==> config.mk <==
export PLATFORM = sky130hd
export DESIGN_NAME = rsml_top
export DESIGN_NICKNAME = d
export VERILOG_FILES = /design/src/core/rsml_pkg.sv /design/src/core/rsml_filter.sv /design/src/core/rsml_timer.sv /design/src/core/rsml_top.sv
export SDC_FILE = /design/constraint.sdc
export NUM_CORES = 1
export LEC_CHECK = 0
export BUFFER_PORTS_ARGS = -buffer_cell sky130_fd_sc_hd__buf_4
export CAP_MARGIN = 20
export CORE_MARGIN = 1
export CORE_UTILIZATION = 61
export DETAILED_ROUTE_END_ITERATION = 12
export GPL_TIMING_DRIVEN = 0
export PLACE_DENSITY_LB_ADDON = 0.3
export SYNTH_ARGS = -nofsm -noshare
export SYNTH_HDL_FRONTEND = slang
export SYNTH_SLANG_ARGS = --single-unit
==> constraint.sdc <==
create_clock -name CLK -period 2.6 [get_ports CLK]
set_clock_uncertainty 0.2 [all_clocks]
set_input_delay 0.39 -clock CLK [delete_from_list [all_inputs] [get_ports CLK]]
set_output_delay 0.39 -clock CLK [all_outputs]
set_load 0.05 [all_outputs]
==> src/core/rsml_pkg.sv <==
// Shared constants of the reset supervisor with memory lockout.
package rsml_pkg;

    // Clock rate.
    localparam int unsigned CLK_PERIOD_NS = 8;

    // Reset timeout interval after the supply recovers or a manual reset.
    localparam int unsigned RESET_TIMEOUT_MS = 200;
    localparam int unsigned RESET_TIMEOUT_CYC = RESET_TIMEOUT_MS * 1000000 / CLK_PERIOD_NS;

    // Longest internal non-volatile write cycle (nonvolatile_write_time).
    localparam int unsigned WRITE_CYCLE_MS = 5;
    localparam int unsigned WRITE_CYCLE_CYC = WRITE_CYCLE_MS * 1000000 / CLK_PERIOD_NS;

    // Shortest manual_reset_input pulse that is accepted, rounded up to whole cycles.
    localparam int unsigned MANUAL_GLITCH_NS = 100;
    localparam int unsigned MANUAL_FILT_CYC =
        (MANUAL_GLITCH_NS + CLK_PERIOD_NS - 1) / CLK_PERIOD_NS;

    // Supply dips below supply_trip_level shorter than this are ignored.
    localparam int unsigned SUPPLY_GLITCH_NS = 30;
    localparam int unsigned SUPPLY_FILT_CYC =
        (SUPPLY_GLITCH_NS + CLK_PERIOD_NS - 1) / CLK_PERIOD_NS;

    // Controller wait after a stable supply (power_on_to_read_delay and write delay).
    localparam int unsigned POWER_ON_TO_ACCESS_MS = 270;

    // Reset values of the filtered inputs and of the pin variant.
    localparam logic SUPPLY_LOW_RESET = 1'b1;
    localparam logic PIN_LEVEL_RESET = 1'b1;
    localparam logic ACTIVE_LOW_DEFAULT = 1'b1;

    // Width of the timeout counters.
    localparam int unsigned TIMER_W = 25;

    // Supervisor states.
    typedef enum logic [1:0] {
        ST_SUPPLY_LOW,
        ST_TIMEOUT,
        ST_RUN
    } rsml_state_t;

endpackage

==> src/core/rsml_filter.sv <==
// Two-flop synchroniser followed by a stable-level glitch filter.
module rsml_filter #(
    parameter int unsigned STABLE = 4,
    parameter logic INIT = 1'b1
) (
    // Clock and reset.
    input wire logic clk,
    input wire logic reset,
    // Raw level in, filtered level out.
    input wire logic raw,
    output logic level
);

    logic s1_q;
    logic s2_q;
    logic dout_q;
    logic [7:0] cnt_q;
    logic [7:0] cnt_d;
    wire differs = (s2_q != dout_q);
    wire settled = differs && (cnt_q == 8'(STABLE - 1));

    // Only the second flop looks at the first.
    always_ff @(posedge clk) begin
        if (reset) begin
            s1_q <= INIT;
            s2_q <= INIT;
        end else begin
            s1_q <= raw;
            s2_q <= s1_q;
        end
    end

    // A level change shorter than STABLE cycles restarts the count and is lost.
    assign cnt_d = differs ? cnt_q + 8'h01 : 8'h00;

    always_ff @(posedge clk) begin
        if (reset) begin
            cnt_q <= 8'h00;
            dout_q <= INIT;
        end else begin
            cnt_q <= settled ? 8'h00 : cnt_d;
            dout_q <= settled ? s2_q : dout_q;
        end
    end

    assign level = dout_q;
endmodule

==> src/core/rsml_timer.sv <==
// Down-counting interval timer that stays busy for exactly COUNT cycles after a load.
module rsml_timer #(
    parameter int unsigned W = 25,
    parameter int unsigned COUNT = 16
) (
    // Clock and reset.
    input wire logic clk,
    input wire logic reset,
    // Start and progress.
    input wire logic load,
    output logic busy,
    output logic done
);

    logic [W-1:0] cnt_q;
    logic busy_q;
    wire last = busy_q && (cnt_q == '0);

    always_ff @(posedge clk) begin
        if (reset) begin
            cnt_q <= '0;
            busy_q <= 1'b0;
        end else if (load) begin
            cnt_q <= W'(COUNT - 1);
            busy_q <= 1'b1;
        end else if (busy_q) begin
            cnt_q <= cnt_q - W'(1);
            busy_q <= !last;
        end
    end

    assign busy = busy_q;
    assign done = last;

endmodule

==> src/core/rsml_top.sv <==
// Supply supervisor with manual reset and serial memory lockout.
// Operation
// - Hold reset while supply is low, then for a further 200 ms timeout.
// - After the timeout stop driving the pin; the pull resistor sets it.
// - Assert reset whenever the supply falls below the trip level.
// - Ignore brief dips of the below-trip indication.
// - A falling edge on the reset pin starts the reset timeout.
// - A manual reset always lasts the full 200 ms, however short the press, once it passes the glitch filter.
// - Manual reset pulses under 100 ns are rejected.
// - While in reset the memory is disabled for reads and writes.
// - Reset aborts a running memory transaction and refuses new ones.
// - Reset blocks new write cycles but never aborts a running one.
// - A write cycle begun before reset runs on to completion.
// - The write cycle starts at a write's stop and lasts 5 ms.
// - During a write cycle release the data line and ignore the address.
// - Reset polarity is a build option; only active low accepts manual reset.
// - A busy write cycle withholds acknowledge; the controller may poll.
module rsml_top #(
    parameter int unsigned RESET_TIMEOUT_CYC = rsml_pkg::RESET_TIMEOUT_CYC,
    parameter int unsigned WRITE_CYCLE_CYC = rsml_pkg::WRITE_CYCLE_CYC,
    parameter int unsigned MANUAL_FILT_CYC = rsml_pkg::MANUAL_FILT_CYC,
    parameter int unsigned SUPPLY_FILT_CYC = rsml_pkg::SUPPLY_FILT_CYC,
    parameter logic ACTIVE_LOW = rsml_pkg::ACTIVE_LOW_DEFAULT
) (
    // Clock and reset.
    input wire logic CLK,
    input wire logic RESET,
    // Supply comparator.
    input wire logic SUPPLY_LOW,
    // Open-drain reset pin.
    input wire logic RST_PIN_LEVEL,
    output logic RST_PIN_DRIVE,
    output logic RST_PIN_OE,
    output logic RST_ACTIVE,
    // Serial memory interface events.
    input wire logic XFER_START,
    input wire logic XFER_STOP,
    input wire logic XFER_WRITE,
    output logic XFER_ACK,
    output logic XFER_ABORT,
    output logic XFER_ACTIVE,
    output logic MEM_ENABLE,
    output logic SDA_RELEASE,
    // Internal write cycle.
    output logic WC_START,
    output logic WC_BUSY
);

    rsml_pkg::rsml_state_t state_q;
    rsml_pkg::rsml_state_t state_d;

    logic low_f;
    logic pin_f;
    logic pin_prev_q;
    logic rst_act_q;
    logic pin_oe_q;
    logic pin_o_q;
    logic xfer_q;
    logic ack_q;
    logic abort_q;
    logic mem_en_q;
    logic sda_rel_q;
    logic wc_start_q;
    logic rst_tmr_busy;
    logic rst_tmr_done;
    logic wc_busy;
    logic wc_done;
    logic [31:0] stay_cnt_q;
    logic [31:0] wc_len_q;

    // Supply indication, filtered so short dips never reach the state machine.
    rsml_filter #(
        .STABLE(SUPPLY_FILT_CYC),
        .INIT(rsml_pkg::SUPPLY_LOW_RESET)
    ) u_supply_filt (
        .clk(CLK),
        .reset(RESET),
        .raw(SUPPLY_LOW),
        .level(low_f)
    );

    // Pin level, filtered so spikes below the glitch limit are never seen.
    rsml_filter #(
        .STABLE(MANUAL_FILT_CYC),
        .INIT(rsml_pkg::PIN_LEVEL_RESET)
    ) u_pin_filt (
        .clk(CLK),
        .reset(RESET),
        .raw(RST_PIN_LEVEL),
        .level(pin_f)
    );

    // A fall is only looked for while the pin is released; our own drive would
    // otherwise retrigger the timeout forever.
    wire manual_fall = ACTIVE_LOW && !pin_oe_q && pin_prev_q && !pin_f;
    wire enter_timeout = (state_q == rsml_pkg::ST_SUPPLY_LOW) && !low_f;
    wire rst_go = (state_d != rsml_pkg::ST_RUN);
    wire rst_load = enter_timeout || ((state_q == rsml_pkg::ST_RUN) && !low_f && manual_fall);

    rsml_timer #(
        .W(rsml_pkg::TIMER_W),
        .COUNT(RESET_TIMEOUT_CYC)
    ) u_rst_tmr (
        .clk(CLK),
        .reset(RESET),
        .load(rst_load),
        .busy(rst_tmr_busy),
        .done(rst_tmr_done)
    );

    always_comb begin
        state_d = state_q;
        case (state_q)
            rsml_pkg::ST_SUPPLY_LOW: begin
                if (!low_f) begin
                    state_d = rsml_pkg::ST_TIMEOUT;
                end
            end
            rsml_pkg::ST_TIMEOUT: begin
                if (low_f) begin
                    state_d = rsml_pkg::ST_SUPPLY_LOW;
                end else if (rst_tmr_done) begin
                    state_d = rsml_pkg::ST_RUN;
                end
            end
            rsml_pkg::ST_RUN: begin
                if (low_f) begin
                    state_d = rsml_pkg::ST_SUPPLY_LOW;
                end else if (manual_fall) begin
                    state_d = rsml_pkg::ST_TIMEOUT;
                end
            end
            default: begin
                state_d = rsml_pkg::ST_SUPPLY_LOW;
            end
        endcase
    end

    always_ff @(posedge CLK) begin
        if (RESET) begin
            state_q <= rsml_pkg::ST_SUPPLY_LOW;
            pin_prev_q <= rsml_pkg::PIN_LEVEL_RESET;
        end else begin
            state_q <= state_d;
            pin_prev_q <= pin_f;
        end
    end

    // The pin is only ever pulled to its active level; releasing it leaves the
    // inactive level to the external resistor.
    always_ff @(posedge CLK) begin
        if (RESET) begin
            rst_act_q <= 1'b1;
            pin_oe_q <= 1'b1;
            pin_o_q <= !ACTIVE_LOW;
        end else begin
            rst_act_q <= rst_go;
            pin_oe_q <= rst_go;
            pin_o_q <= !ACTIVE_LOW;
        end
    end

    // Memory side. A start is taken only outside reset and outside a write cycle.
    wire accept = XFER_START && !rst_go && !wc_busy;
    wire abort = xfer_q && rst_go;
    wire wc_go = XFER_STOP && XFER_WRITE && xfer_q && !rst_go && !wc_busy;
    wire xfer_d = abort ? 1'b0 : (accept ? 1'b1 : (XFER_STOP ? 1'b0 : xfer_q));

    // Reset never loads or clears this timer; only power loss can cut a cycle
    // short, and 5 ms of supply headroom are needed for it to finish.
    rsml_timer #(
        .W(rsml_pkg::TIMER_W),
        .COUNT(WRITE_CYCLE_CYC)
    ) u_wc_tmr (
        .clk(CLK),
        .reset(RESET),
        .load(wc_go),
        .busy(wc_busy),
        .done(wc_done)
    );

    always_ff @(posedge CLK) begin
        if (RESET) begin
            xfer_q <= 1'b0;
            ack_q <= 1'b0;
            abort_q <= 1'b0;
            mem_en_q <= 1'b0;
            sda_rel_q <= 1'b1;
            wc_start_q <= 1'b0;
        end else begin
            xfer_q <= xfer_d;
            ack_q <= accept;
            abort_q <= abort;
            mem_en_q <= !rst_go;
            sda_rel_q <= rst_go || wc_go || (wc_busy && !wc_done);
            wc_start_q <= wc_go;
        end
    end

    assign RST_PIN_DRIVE = pin_o_q;
    assign RST_PIN_OE = pin_oe_q;
    assign RST_ACTIVE = rst_act_q;
    assign XFER_ACK = ack_q;
    assign XFER_ABORT = abort_q;
    assign XFER_ACTIVE = xfer_q;
    assign MEM_ENABLE = mem_en_q;
    assign SDA_RELEASE = sda_rel_q;
    assign WC_START = wc_start_q;
    assign WC_BUSY = wc_busy;

    // Checking aids: length of the current timeout and write cycle.
    always_ff @(posedge CLK) begin
        if (RESET) begin
            stay_cnt_q <= 32'h0;
            wc_len_q <= 32'h0;
        end else begin
            stay_cnt_q <= (state_q == rsml_pkg::ST_TIMEOUT) ? stay_cnt_q + 32'h1 : 32'h0;
            wc_len_q <= wc_busy ? wc_len_q + 32'h1 : 32'h0;
        end
    end
endmodule

* Word-level counts from Yosys, hierarchy flattened
Cells that the tools add are included.
** Cells by class
- Add/sub/neg operators :: 4
- Muxes and demuxes :: 16
- Bitwise gates (word level) :: 2
- Eq/ne operators :: 7
- Reductions and logical operators :: 38
** Operators by type and width (number)
- 25-bit logical NOT :: 2
- 25-bit 2-to-1 mux :: 2
- 25-bit by 1-bit subtractor with 25-bit output, second input constant :: 2
- 20-bit 2-to-1 mux :: 2
- 1-bit logical AND :: 17
- 8-bit by 1-bit adder with 8-bit output, second input constant :: 2
- 2-bit 2-to-1 mux :: 5
- 8-bit by 2-bit == test with 1-bit output, second input constant :: 1
- 8-bit by 4-bit == test with 1-bit output, second input constant :: 1
- 1-bit logical NOT :: 7
- 1-bit 2-to-1 mux :: 6
- 2-bit case mux with 3 select lines :: 1
- 2-bit nonzero test :: 3
- 2-bit OR reduction :: 3
- 3-bit OR reduction :: 2
- 1-bit logical OR :: 3
- 2-bit by 1-bit == test with 1-bit output, second input constant :: 1
- 2-bit == test, second input constant :: 1
- 2-bit logical NOT :: 1
- 1-bit inequality test :: 2
- 2-bit inequality test, second input constant :: 1
- 1-bit NOT :: 2
** Storage, ports and cells
- Input bits :: 7
- Logic and storage cells :: 90
- Flip-flop bits (word level) :: 84
- Output and inout port bits :: 10

* Logic depth before layout (Yosys ltp)
- Depth in word-level cells :: 12
- Gate-level depth with buffers :: 9
- Mapped depth without buffers :: 8

* Cells and area by module
From an unflattened synthesis, not the netlist that was laid out.
** Second synthesis, totals
- Cells, all modules :: 436
- Area total of the unflattened synthesis :: 3935.0 um^2
** By module, submodules not included
- rsml_timer at u_rst_tmr :: seq. area each 520.5 um^2, area an instance 1331.3 um^2, times used 1, cells each 153
- rsml_timer at u_wc_tmr :: seq. area each 520.5 um^2, area an instance 1296.2 um^2, times used 1, cells each 147
- rsml_filter at u_pin_filt :: seq. area each 220.2 um^2, area an instance 466.7 um^2, times used 1, cells each 51
- rsml_filter at u_supply_filt :: seq. area each 220.2 um^2, area an instance 447.9 um^2, times used 1, cells each 47
- rsml_top :: seq. area each 200.2 um^2, area an instance 392.9 um^2, times used 1, cells each 38

* Worst setup path before layout
OpenSTA, ideal clock, no wires.
- Path type :: reg2reg
- Start :: reg u_wc_tmr.busy_q (netlist: u_wc_tmr.busy)
- End :: reg sda_rel_q (netlist: SDA_RELEASE)
- Setup time :: 117 ps
- Period minus slack after synthesis :: 2331 ps
- Arrival :: 2014 ps
- Data required time :: 2283 ps
- Buffers on the path :: 0
- Cell stages (with the launch flop) :: 6
- Path slack :: 269 ps
- Cells stage by stage :: dfxtp_1 > and4bb_1 > nand4_1 > or4_1 > nor2_1 > o21ai_2
** On the way
- Cells in the longest elaborated chain, start to end :: 4
- Elaborated cells between the ends (all ways) :: 7
- Classes of those cells :: reduce/logical (7)
** RTL lines
- from (decl) :: line rsml_timer.sv:16 : logic busy_q;
- from (signal assigned) :: line rsml_timer.sv:28 : busy_q <= !last;
- 1-bit logical NOT / 1-bit logical AND (equally long branches) :: line rsml_top.sv:166, rsml_timer.sv:17
- 1-bit logical AND / 1-bit logical NOT (equally long branches) :: line rsml_top.sv:166, rsml_top.sv:195
- 1-bit logical OR / 1-bit logical AND (equally long branches) :: line rsml_top.sv:195 : sda_rel_q <= rst_go || wc_go || (wc_busy && !wc_done);
- 1-bit logical OR * :: line rsml_top.sv:195
- to (signal assigned) :: line rsml_top.sv:195
- to (decl) :: line rsml_top.sv:62 : logic sda_rel_q;
Mark *: on every way between the ends. The rest lies on a longest branch, timed or not.
A chain may end at the register's enable or synchronous reset.

* Worst setup path after layout
- Start :: reg u_rst_tmr.cnt_q[12]
- End :: reg u_wc_tmr.cnt_q[13]
** On the way
- Cells in the longest elaborated chain, start to end :: 10
** RTL lines
- from (decl) :: line rsml_timer.sv:15 : logic [W-1:0] cnt_q;
- from (signal assigned) :: line rsml_timer.sv:24 : cnt_q <= W'(COUNT - 1);
- from (signal assigned) :: line rsml_timer.sv:27 : cnt_q <= cnt_q - W'(1);
- 25-bit logical NOT :: line rsml_timer.sv:17 : wire last = busy_q && (cnt_q == '0);
- 1-bit logical AND :: line rsml_timer.sv:17
- 2-bit 2-to-1 mux :: line rsml_top.sv:122 : end else if (rst_tmr_done) begin
- 2-bit 2-to-1 mux :: line rsml_top.sv:120 : if (low_f) begin
- 2-bit case mux with 3 select lines :: line rsml_top.sv:113 : case (state_q)
- 2-bit inequality test :: line rsml_top.sv:97 : wire rst_go = (state_d != rsml_pkg::ST_RUN);
- 1-bit logical NOT :: line rsml_top.sv:166 : wire wc_go = XFER_STOP && XFER_WRITE && xfer_q && !rst_go && !wc_busy;
- 1-bit logical AND (2 in series) :: line rsml_top.sv:166
- 2-bit OR reduction (no line)
- to (signal assigned) :: line rsml_timer.sv:24
- to (signal assigned) :: line rsml_timer.sv:27
- to (decl) :: line rsml_timer.sv:15
No other way between the ends.

==> results <==
- Summing the areas of all compound-gate instances in the mapped netlist gives 9.260% of the synthesized area.
- In this run, distinct cell masters in the synthesized netlist total 63.
- The worst hold path passes through 2 cells.
- The worst reg2reg path startpoint is u_rst_tmr.cnt_q[12].
- The post-CTS resize count is 0.
- Among all flip-flop cells after synthesis, the most frequent one is sky130_fd_sc_hd__dfxtp_1.
- The port buffer count is 15.
- Walking the worst path, the cells encountered are nor4_2 -> and4bb_1 -> a41oi_4 -> o31ai_4 -> buf_6 -> nor2_1.
- The worst hold slack after final layout is 0.01478 ns.
- Power spread over the standard cell area amounts to 574.7 nW/um^2.
- The count of inserted antenna diode cells is 0.
- The max-slew violation total from the final report was 0.
- The number of cells on the worst reg-to-reg path is 6.
- Measured along the y axis, the die boundary spans 79.91 um.
- The synthesized netlist net count is 403.
- The capture endpoint of the worst hold path is u_pin_filt.s1_q.
- The half-perimeter wire length of the detailed placement result is 4495 um.
- For this run, design rule violations remaining after detail routing come to 0.
- The capturing element type of the critical path is a flop.
- The detailed router placed 2,789 vias in this run.
- Of the post-synthesis cell area, the part taken by muxes is 0.5407%.
- The TritonCTS sink count is 84.
- The worst pin sits at a relative slew slack of 56.97%.
- Buffers inserted during clock tree synthesis total 9.
- The ratio of cells with drive above 1 in the final layout is 15.37%.
- The largest single stage delay on the critical path is 0.45 ns.
- The deepest level of the CTS H-tree is 3.
- The share of the clock period used by the worst path after layout is 91.96%.
- The worst endpoint data arrival time is 2.44 ns.
- The number of failing setup endpoints in the final timing report is 0.
- The final routed wire length divided by cell count is 13.47 um.
- Summing the areas of all fa, ha and maj instances in the mapped netlist gives 2.028% of the synthesized area.
- Across the VDD grid, the largest voltage drop is 0.0003879 V.
- In the layout the commonest cells are sky130_fd_sc_hd__dfxtp_1, sky130_fd_sc_hd__nor2_1, sky130_fd_sc_hd__a21oi_1.
- The run finished with clean final reports.
- The clock latency on the worst-skew pair is 0.36 ns.
- Across the run, the number of max-cap violations was 0.
- In the synthesized netlist the async set-or-reset flop fraction comes to 0%.
- The total power after layout is 0.002385 W.
- The transition at the pin with the smallest max-transition slack is 0.6396 ns.
- After floorplanning, the core was sized to cover 5886 sq um.
- The met1 demand-to-capacity share in global routing is 27.12%.
- With fillers left out, the area of the finished cells amounts to 4150 sq um.
- The worst register-to-register path ends at u_wc_tmr.cnt_q[13].
- The CTS tree is yes.
- The count of nets left with antenna violations after detail routing is 0.
- After synthesis, flip-flops and latches occupy 45.42% of the total area.
- The worst hold path begins at RST_PIN_LEVEL.
- The via count of the first global-routing pass is 2,552.
- The number of flops mapped to enable cells by yosys is 0.
- The number of antenna violations at the first check in global routing came to 0.
- The floorplan step defined a die boundary enclosing 6385 sq um.
- Summed over all layers, the routed wires come to 6706 um.
- The most common cell after layout, fill and taps aside is sky130_fd_sc_hd__dfxtp_1.
- The minimum clock period after layout is 2.391 ns.
- The pin count of the biggest net entering global routing is 15.
- During synthesis, Yosys emitted a total of 0 warnings.
- The placed instances occupy a cell area of 3909 sq um.
- The cell with the largest stage delay on the worst path is sky130_fd_sc_hd__o31ai_4.
- The first detailed-routing pass took 5 iterations.
- The reg2reg setup slack is 0.21 ns.
- The detailed router finished its first iteration with 76 violations.
- The simple-gate share of the synthesized area is 27.27%.
- In this run the mean area of a mapped cell was 9.493 sq um.
- The layout overhead on the synthesized area is 12.10%.
- The category of the worst setup path launch point is a flop.
- The data required time of the critical path is 2.65 ns.
- The critical path in this run is classified as flop to flop.
- The floorplan step set the die width to 79.91 um.
- After clock tree synthesis, the clock-pin slew on the worst setup and hold paths is 0.09 ns.
- After Yosys synthesis, XOR and XNOR cells account for 12.06% of the synthesized area.
- The synthesized design contains 84 register bits.
- Once the floorplan was initialized, standard cells occupied 62.90% of the core.
- Global routing consumed, over all layers together, 22.65% of the routing resources.
- Adding up every negative setup slack in the final design gives 0 ns.
- In the synthesized netlist, the number of instances is 390.
- The dominant combinational cell family by area after synthesis is simple AND/OR/NAND/NOR gates.
- The number of nets in the finished design is 431.
- The hold violation total from the final report is 0.
- The most critical setup path has its startpoint at u_rst_tmr.cnt_q[12].
- Setup repair after global routing left no endpoint under its margin.
- The biggest fanout along the worst timing path is 10.
- The global routing stage identified its most utilized layer as met2.
- For this run, the top clock speed supported by timing is 418.3 MHz.
- The count of boundary I/O pins is 17.
- The number of buffers inserted for hold repair after clock tree synthesis is 0.
- The number of standard-cell rows in the floorplan is 28.
- For this run, global-route usage on met3 was measured as 7.543%.
- The share of the core filled with cells in the final layout is 70.51%.
- The cell area that synthesis handed to floorplanning was 3702 sq um.
- The sum of overflow across all layers after global routing is 0.
- The worst min-delay path category is primary input to flop.
- The first-pass GRT wire length is 11,030 um.
- For this design the static power due to leakage is 1.519 nW.
- The met2 global-route usage is 36.92%.
- At the end of routability-driven placement, the weighted congestion stood at 0.8112.
- The number of buffers between clock root and the deepest sink is 2.
- The clock root buffer master is sky130_fd_sc_hd__clkbuf_8.
- The via density per instance is 5.600.
## logic make-up after synthesis
group / count (synthesis)
AOI/OAI and AO/OA: 49
xor gates and xnor gates: 51
other: 1
DFF: 84
buffers and inverters: 27
and+or+nand+nor: 170
adders and majority gates: 6
muxes: 2
## synth_stat cells (4+ instances only)
cell,number,area (sq um)
sky130_fd_sc_hd__ha_1,6,75.07
sky130_fd_sc_hd__nand4_1,5,31.28
sky130_fd_sc_hd__nor4_1,6,37.54
sky130_fd_sc_hd__dfxtp_1,84,1682
sky130_fd_sc_hd__xnor2_1,25,219.0
sky130_fd_sc_hd__xor2_1,26,227.7
sky130_fd_sc_hd__o31a_1,5,43.79
sky130_fd_sc_hd__nor3_1,10,50.05
sky130_fd_sc_hd__clkbuf_1,10,37.54
sky130_fd_sc_hd__nor2_1,55,206.5
sky130_fd_sc_hd__nand2_1,18,67.56
sky130_fd_sc_hd__or3_1,9,56.30
sky130_fd_sc_hd__inv_1,10,37.54
sky130_fd_sc_hd__nand3_1,13,65.06
sky130_fd_sc_hd__nor2b_1,5,31.28
sky130_fd_sc_hd__or2_2,5,31.28
sky130_fd_sc_hd__and3_1,5,31.28
sky130_fd_sc_hd__a21oi_1,28,140.1
sky130_fd_sc_hd__nor4_2,4,50.05
## per-stage QoR
step,std cells,setup slack (ns)
final,498,0.2092
after global routing,498,0.05261
after CTS,496,0.1151
after detailed placement,480,0.1255
after global placement,480,0.1498
after floorplan,390,0.2687
## critical path: cells and delay by family (launching register included)
| kind | cells | cell delay [ns] |
|---|---|---|
| and+or+nand+nor | 3 | 0.85 |
| AOI/OAI and AO/OA | 2 | 0.67 |
| DFF | 1 | 0.37 |
| buffers and inverters | 1 | 0.20 |
## cell type report
cell class / count / area, sq um
flip-flops and latches: 84 / 1682
clock inverters: 5 / 85.08
fillers: 455 / 1735
repair buffers: 17 / 127.6
plain buffers: 15 / 76.32
multi-input cells: 279 / 1898
well taps: 75 / 93.84
clock buffers: 11 / 141.4
inverters: 12 / 46.29
## how the worst max path moves through the flow
| stage | end | slack [ns] | depth (start not counted) |
|---|---|---|---|
| global placement | u_wc_tmr.busy | 0.15 | 7 |
| finish | u_wc_tmr.cnt_q[13] | 0.21 | 6 |
| CTS | u_wc_tmr.busy | 0.12 | 7 |
| global route | u_wc_tmr.cnt_q[24] | 0.05 | 6 |
| detailed placement | u_wc_tmr.busy | 0.13 | 7 |
| floorplan | SDA_RELEASE | 0.27 | 5 |
## metal layers
metal	wire (um)	vias to the layer above
met5	0	-
met4	98	0
met3	284	11
met2	3178	44
met1	3145	1326
li1	-	1408
## registers in the layout (all words and copies together) (netlist names), 2 cells and up
name                 cells
u_pin_filt.cnt_q         8
u_rst_tmr.cnt_q         25
u_wc_tmr.cnt_q          25
u_supply_filt.cnt_q      8
state_q                  2
## power breakdown
group	switching [W]	leakage, nW	internal, W	total, W
Combinational	0.0000297	0.732	0.0000173	0.0000470
Sequential	0.00000246	0.678	0.00129	0.00129
Clock	0.000476	0.110	0.000571	0.00105
Total	0.000508	1.52	0.00188	0.00239
## what timing repair did
item	4_1_cts	5_1_grt
endpoints found under the setup margin	0	2
setup buffers	0	2
hold endpoints to repair	0	0
Power figures use the tool's default switching activity.
